`src/logic/sam_pkg.sv`:
```
package sam_pkg;
	// ============================================================
	// widths
	localparam int RESULT_W = 8;
	localparam int CHAN_W = 3;
	localparam int CHAN_N = 8;
	// ============================================================
	// timing
	localparam int CLK_PERIOD_NS = 5;
	localparam int STROBE_MIN_NS = 200;
	localparam int SETTLE_MAX_NS = 2500;
	localparam int OE_MAX_NS = 250;
	localparam int CONV_CLK_KHZ = 640;
	localparam int MCLK_KHZ = 200000;
	localparam int STROBE_CYCLES = (STROBE_MIN_NS + CLK_PERIOD_NS - 1) / CLK_PERIOD_NS;
	localparam int SETTLE_CYCLES = (SETTLE_MAX_NS + CLK_PERIOD_NS - 1) / CLK_PERIOD_NS;
	localparam int OE_WAIT_CYCLES = (OE_MAX_NS + CLK_PERIOD_NS - 1) / CLK_PERIOD_NS;
	localparam int CONV_DIV = MCLK_KHZ / CONV_CLK_KHZ;
	localparam int TICKS_PER_TRIAL = 8;
	// ============================================================
	// reset, seed and end values
	localparam logic [RESULT_W-1:0] RESULT_RST = 8'h00;
	localparam logic [CHAN_W-1:0] CHAN_RST = 3'h0;
	localparam logic [RESULT_W-1:0] TRIAL_MSB = 8'h80;
	localparam logic [CHAN_W-1:0] BIT_TOP = 3'h7;
	localparam logic [2:0] TICK_LAST = 3'(TICKS_PER_TRIAL - 1);
endpackage

```
`src/logic/sam_link_if.sv`:
```
interface sam_link_if;
	import sam_pkg::*;
	logic [CHAN_W-1:0] addr;
	logic ale;
	logic start;
	logic oe_req;
	logic done;
	logic [RESULT_W-1:0] result_q;
	logic result_oe;
	wire [RESULT_W-1:0] result_bus;
	// ============================================================
	// released bus reads as pulled low
	assign result_bus = result_oe ? result_q : '0;
	modport dev (
		input addr,
		input ale,
		input start,
		input oe_req,
		output done,
		output result_q,
		output result_oe
	);
	modport host (
		output addr,
		output ale,
		output start,
		output oe_req,
		input done,
		input result_bus
	);
endinterface

```
`src/logic/sam_device.sv`:
```
// Behaviour
// - latch channel code on strobe rising edge
// - code selects input zero to seven binary
// - eight trials, msb first, one per bit
// - convert strobe rise clears approximation register
// - conversion starts on convert strobe fall
// - new strobe aborts run, no result
// - done looped to strobe gives free running
// - host kicks free running once after start
// - done drops within eight periods after rise
// - result loaded one period before done rises
// - result is positive-true binary
// - convert strobe high at least 200 ns
// - address strobe high at least 200 ns
// - host waits 2.5 us after channel change
// - result driven only while enable asserted
module sam_device #(
	parameter int DIV = sam_pkg::CONV_DIV
) (
	input wire logic mclk,
	input wire logic resetn,
	sam_link_if.dev link,
	output logic [sam_pkg::CHAN_N-1:0] selected_channel,
	output logic [sam_pkg::RESULT_W-1:0] trial_word,
	input wire logic compare_high
);
	import sam_pkg::*;

	localparam int DIV_W = $clog2(DIV + 1);
	localparam logic [DIV_W-1:0] DIV_LAST = DIV_W'(DIV - 1);
	localparam logic [2:0] BIT_LAST = 3'h0;

	// ============================================================
	// state
	typedef struct packed {
		// strobe history for edge detection
		logic ale_q;
		logic start_q;
		// latched channel code and its one-hot decode
		logic [CHAN_W-1:0] chan;
		logic [CHAN_N-1:0] select;
		// approximation word and the held result
		logic [RESULT_W-1:0] successive_approx_register;
		logic [RESULT_W-1:0] result;
		// sequencer position
		logic running;
		logic [2:0] bit_idx;
		logic [2:0] tick_cnt;
		// conversion clock divider
		logic [DIV_W-1:0] div_cnt;
		logic tick;
		// done handshake
		logic done;
		logic done_drop;
		logic done_arm;
		// result drive enable
		logic oe;
	} sam_dev_st_t;

	sam_dev_st_t s;
	sam_dev_st_t next_s;

	// ============================================================
	// next state
	always_comb begin
		logic ale_rise;
		logic start_rise;
		logic start_fall;
		logic seq_step;
		logic trial_end;
		logic last_bit;
		logic conv_end;

		ale_rise = link.ale && !s.ale_q;
		start_rise = link.start && !s.start_q;
		start_fall = !link.start && s.start_q;
		// a convert strobe edge always outranks a trial step
		seq_step = s.running && s.tick && !start_rise && !start_fall;
		trial_end = seq_step && (s.tick_cnt == TICK_LAST);
		last_bit = (s.bit_idx == BIT_LAST);
		conv_end = trial_end && last_bit;
		next_s = s;

		// ============================================================
		// conversion clock as a one-cycle enable
		next_s.tick = (s.div_cnt == DIV_LAST);
		if (s.div_cnt == DIV_LAST) begin
			next_s.div_cnt = '0;
		end else begin
			next_s.div_cnt = DIV_W'(s.div_cnt + 1'b1);
		end

		// strobe history
		next_s.ale_q = link.ale;
		next_s.start_q = link.start;

		// drive enable follows the request one cycle late
		next_s.oe = link.oe_req;

		// ============================================================
		// channel code holds until the next address strobe rise
		if (ale_rise) begin
			next_s.chan = link.addr;
		end
		for (int i = 0; i < CHAN_N; i++) begin
			next_s.select[i] = (next_s.chan == CHAN_W'(i));
		end

		// ============================================================
		// approximation register: a rise clears, the fall seeds the msb
		if (start_rise) begin
			next_s.successive_approx_register = RESULT_RST;
		end else if (start_fall) begin
			next_s.successive_approx_register = TRIAL_MSB;
		end else if (trial_end) begin
			// high comparator keeps a one, positive true
			next_s.successive_approx_register[s.bit_idx] = compare_high;
			if (!last_bit) begin
				next_s.successive_approx_register[3'(s.bit_idx - 1'b1)] = 1'b1;
			end
		end

		// run flag
		if (start_rise) begin
			next_s.running = 1'b0;
		end else if (start_fall) begin
			next_s.running = 1'b1;
		end else if (conv_end) begin
			next_s.running = 1'b0;
		end

		// bit pointer, msb first
		if (start_fall) begin
			next_s.bit_idx = BIT_TOP;
		end else if (trial_end && !last_bit) begin
			next_s.bit_idx = 3'(s.bit_idx - 1'b1);
		end

		// ticks within one trial
		// limitation: the comparator is looked at only on the last tick
		if (start_fall) begin
			next_s.tick_cnt = 3'h0;
		end else if (seq_step) begin
			next_s.tick_cnt = 3'(s.tick_cnt + 1'b1);
		end

		// result only from a run that reached its last bit
		if (conv_end) begin
			next_s.result = next_s.successive_approx_register;
		end

		// ============================================================
		// done handshake
		// pending drop: set by a strobe rise, served on a tick; set wins
		if (start_rise) begin
			next_s.done_drop = 1'b1;
		end else if (s.tick) begin
			next_s.done_drop = 1'b0;
		end

		// arm: abort drops any pending result
		if (start_rise) begin
			next_s.done_arm = 1'b0;
		end else if (conv_end) begin
			next_s.done_arm = 1'b1;
		end else if (s.tick && !s.done_drop) begin
			next_s.done_arm = 1'b0;
		end

		// done moves on ticks only: drop within one period
		if (s.tick && s.done_drop) begin
			next_s.done = 1'b0;
		end else if (s.tick && s.done_arm && !start_rise) begin
			// result already stable one period earlier
			next_s.done = 1'b1;
		end
	end

	// ============================================================
	// state register
	// synchronous reset; divider restarts at zero
	always_ff @(posedge mclk) begin
		if (!resetn) begin
			s <= '0;
		end else begin
			s <= next_s;
		end
	end

	// ============================================================
	// link outputs
	// done fed back as strobe: rise clears, fall restarts
	assign link.done = s.done;
	assign link.result_q = s.result;
	assign link.result_oe = s.oe;

	// ============================================================
	// observation outputs
	assign selected_channel = s.select;
	assign trial_word = s.successive_approx_register;
endmodule

```
`src/flat_wrapper.sv`:
```
// flat-port wrapper written by rule: the top's interface ports become plain ports
module sam_device_flat import sam_pkg::*;
#(
	parameter int DIV = sam_pkg::CONV_DIV
)
  (mclk, resetn, selected_channel, trial_word, compare_high, link_addr, link_ale, link_start, link_oe_req, link_done, link_result_q, link_result_oe);
  sam_link_if link_i ();
  input wire logic mclk;
  input wire logic resetn;
  output logic [sam_pkg::CHAN_N-1:0] selected_channel;
  output logic [sam_pkg::RESULT_W-1:0] trial_word;
  input wire logic compare_high;
  input wire logic [$bits(link_i.addr)-1:0] link_addr;
  input wire logic [$bits(link_i.ale)-1:0] link_ale;
  input wire logic [$bits(link_i.start)-1:0] link_start;
  input wire logic [$bits(link_i.oe_req)-1:0] link_oe_req;
  output wire logic [$bits(link_i.done)-1:0] link_done;
  output wire logic [$bits(link_i.result_q)-1:0] link_result_q;
  output wire logic [$bits(link_i.result_oe)-1:0] link_result_oe;
  assign link_i.addr = link_addr;
  assign link_i.ale = link_ale;
  assign link_i.start = link_start;
  assign link_i.oe_req = link_oe_req;
  assign link_done = link_i.done;
  assign link_result_q = link_i.result_q;
  assign link_result_oe = link_i.result_oe;
  sam_device #(.DIV(DIV)) u_core (.mclk(mclk), .resetn(resetn), .link(link_i), .selected_channel(selected_channel), .trial_word(trial_word), .compare_high(compare_high));
endmodule
```
`config.mk`:
```
export PLATFORM = sky130hd
export DESIGN_NAME = sam_device_flat
export DESIGN_NICKNAME = d
export VERILOG_FILES = /design/src/logic/sam_pkg.sv /design/src/logic/sam_link_if.sv /design/src/logic/sam_device.sv /design/src/flat_wrapper.sv
export SDC_FILE = /design/constraint.sdc
export NUM_CORES = 1
export LEC_CHECK = 0
export BUFFER_PORTS_ARGS = -buffer_cell sky130_fd_sc_hd__buf_4
export CAP_MARGIN = 25
export CORE_MARGIN = 5
export CORE_UTILIZATION = 56
export DETAILED_ROUTE_END_ITERATION = 12
export PLACE_DENSITY_LB_ADDON = 0.2
export RECOVER_POWER = 100
export SYNTH_ARGS = -nofsm -noshare
export SYNTH_HDL_FRONTEND = slang
export SYNTH_SLANG_ARGS = --single-unit
export TNS_END_PERCENT = 10
```
`constraint.sdc`:
```
create_clock -name mclk -period 2.1 [get_ports mclk]
set_input_delay 0.21 -clock mclk [delete_from_list [all_inputs] [get_ports mclk]]
set_output_delay 0.21 -clock mclk [all_outputs]
set_load 0.01 [all_outputs]
```
==> results.json <==
{
  "layout-drive-gt1-share_pct": 12.26,
  "design.die.area_mm2": 0.005674,
  "pwr-share-seq_pct": 54.4,
  "final_common_cell": "dfxtp_1",
  "grt_pass1_vias": 1580,
  "p_sw_share_pct": 23.75,
  "port_buffers": 34,
  "synth_edf_count": 0,
  "start_kind": "register",
  "cts-root-buf": "clkbuf_8",
  "placementRows": 23,
  "syn_avg_cell_area_um2": 9.521,
  "routedWlPerCell_um": 14.13,
  "worstSetupEndpointType": "register",
  "power.leakage_nw": 0.9858,
  "globalRouteOverflowTotal": 0,
  "antenna_found_initial": 0,
  "synthMuxAreaShare_pct": 5.026,
  "cp.arrival_ns": 2.14,
  "holdBufCountCts": 0,
  "syn_nets": 265,
  "first_iter_violations": 75,
  "ys.flop_type": "dfxtp_1",
  "tns_ns": 0,
  "p_int_mw": 1.386,
  "synth_compound_area_share_pct": 13.09,
  "maxSlewViolCount": 0,
  "via_per_inst": 5.473,
  "synth_top_family_by_area": "simple AND/OR/NAND/NOR gates",
  "grt_use_total_pct": 16.85,
  "dp_hpwl_um": 3085,
  "num_antenna_cells": 0,
  "finalCritPeriodShare_pct": 90.85,
  "grt_first_pass_wirelength_um": 7293,
  "fin_area_mm2": 0.002457,
  "ys_seq_area_share_pct": 41.88,
  "vias": 1702,
  "coreArea_mm2": 0.004058,
  "cp_data_required_time_ns": 2.34,
  "cts_made_buffers": 5,
  "layout_common_cells": "dfxtp_1, nor2_1, clkbuf_1, nand2_1, mux2i_1",
  "rsz0062_at_grt": "no",
  "worst_pin_slew_ns": 1.327,
  "ant_nets": 0,
  "layout.nets": 274,
  "cellPowerDensity_mw_per_mm2": 740.0,
  "post-cts-setup-buffers": 0,
  "yosys.area_share.simple_pct": 21.94,
  "clockBufferDepth": 2,
  "ctsResizeCount": 0,
  "die_w_um": 75.33,
  "maxCapViolCount": 0,
  "ys_types": 50,
  "slew-limit-headroom_pct": 11.53,
  "cts_max_level": 2,
  "synth-async-reset-ratio_pct": 0,
  "drtPass1Iterations": 4,
  "combPwrFrac_pct": 8.5,
  "syn_area_mm2": 0.002390,
  "syn_inst": 251,
  "hp-class": "in -> reg",
  "peakVddDrop_uv": 503.1,
  "crit_fanout": 11,
  "status": "completed",
  "crit_type": "reg -> reg",
  "fp.dieH_um": 75.33,
  "cts_sinks": 50,
  "setup_viol": 0,
  "route.detailed.drc": 0,
  "post_dp_cell_area_mm2": 0.002455,
  "synthAdderAreaFrac_pct": 2.618,
  "clkPwrFrac_pct": 37.0,
  "synth-xor-area-share_pct": 3.298,
  "skew_ns": 0.005096,
  "yosysWarnings": 0,
  "cts_tree": "done",
  "start_util_pct": 58.90,
  "ys_ff_latch": 50,
  "ios": 35,
  "routabilityCongestion": 0.8507,
  "routed_wl_um": 4394,
  "area_growth_pct": 2.827,
  "timing.final.hold_violations": 0,
  "grt_max_degree": 32,
  "timing.fmax_ghz": 0.5241,
  "p_switching_uw": 431.9,
  "insertion_delay_ns": 0.30,
  "clk_pin_slew_worst_paths_ns": 0.09,
  "period_needed_ns": 1.908
}
-- per-stage QoR --
stage,power (mW),hold WS [ns],instances,setup WS (ns),util [%]
after global placement,1.172,0.4223,303,0.3091,60.50
after floorplan,1.140,0.3373,251,0.3981,-
after detailed placement,1.175,0.4243,303,0.2764,60.50
final,1.818,0.1148,311,0.1921,60.56
after CTS,1.843,0.1064,311,0.2473,63.31
after global routing,1.905,0.09250,311,0.04723,60.56
-- critical path, cell delays in order, from the launching register on --
cell and delay, ns:
dfxtp_1 0.36, xnor2_1 0.72, and3_2 0.49, nand2_4 0.10, o21ai_1 0.18
-- final cells by class --
class                      instances  area, um2
timing repair buffer              35      161.4
clock inverter                     3      45.04
tap                               50      62.56
inverter                           8      30.03
sequential                        50       1001
clock buffer                       5      68.82
fill                             400       1600
multi-input combinational        160       1089
-- state kept, by name, indices dropped and copies added, names as in the netlist --
| name | flops |
|---|---|
| u_core.link.result_oe | 1 |
| u_core.link.result_q | 8 |
| u_core.trial_word | 8 |
| u_core.link.done | 1 |
| u_core.s | 24 |
| u_core.selected_channel | 8 |
-- path summary, 6_finish.rpt --
check | startpoint | to | slack, ns | depth (start not counted)
max | u_core.s[48]$_SDFF_PN0_ | u_core.link.result_q[0]$_SDFFE_PN0P_ | 0.19 | 4
min | link_oe_req | u_core.link.result_oe$_SDFF_PN0_ | 0.11 | 2
max reg2reg | u_core.s[48]$_SDFF_PN0_ | u_core.link.result_q[0]$_SDFFE_PN0P_ | 0.19 | 4
min reg2reg | u_core.link.result_q[4]$_SDFFE_PN0P_ | u_core.link.result_q[4]$_SDFFE_PN0P_ | 0.47 | 2
-- synthesized netlist by cell type, drive strengths merged, types with 5 or more instances --
master  instances  share of area (%)
dfxtp          50                 42
buf            32                 11
nor2           29                4.7
nand2          14                2.5
mux2i          12                5.0
o21ai          11                2.9
nand3           9                2.1
inv             8                1.3
nand2b          8                2.1
nor3            7                1.9
xnor2           7                2.6
nand4           6                1.6
ha              5                2.6
-- kinds of logic after synthesis --
logic type	Yosys count
AO/OA/AOI/OAI	40
XOR/XNOR	9
adder cells (fa/ha/maj)	5
buffers and inverters	41
flip-flops	50
multiplexers	12
AND/OR/NAND/NOR	94
-- power groups by stage --
stage | sequential [mW] | clock [mW] | combinational [mW]
after global placement | 1.01 | 0 | 0.161
final | 0.990 | 0.673 | 0.155
after global routing | 0.993 | 0.738 | 0.174
after floorplan | 1.00 | 0 | 0.135
after CTS | 0.990 | 0.689 | 0.164
after detailed placement | 1.01 | 0 | 0.163
-- metal layers --
layer | part of all wire [%] | GRT usage [%] | up-vias
met5 | 0 | 0 | -
met4 | 0.86 | 4.078 | 0
met3 | 6.4 | 5.277 | 4
met2 | 46 | 27.23 | 39
met1 | 47 | 22.05 | 789
li1 | - | - | 870
Note: power is estimated with default switching activity, not from simulation.
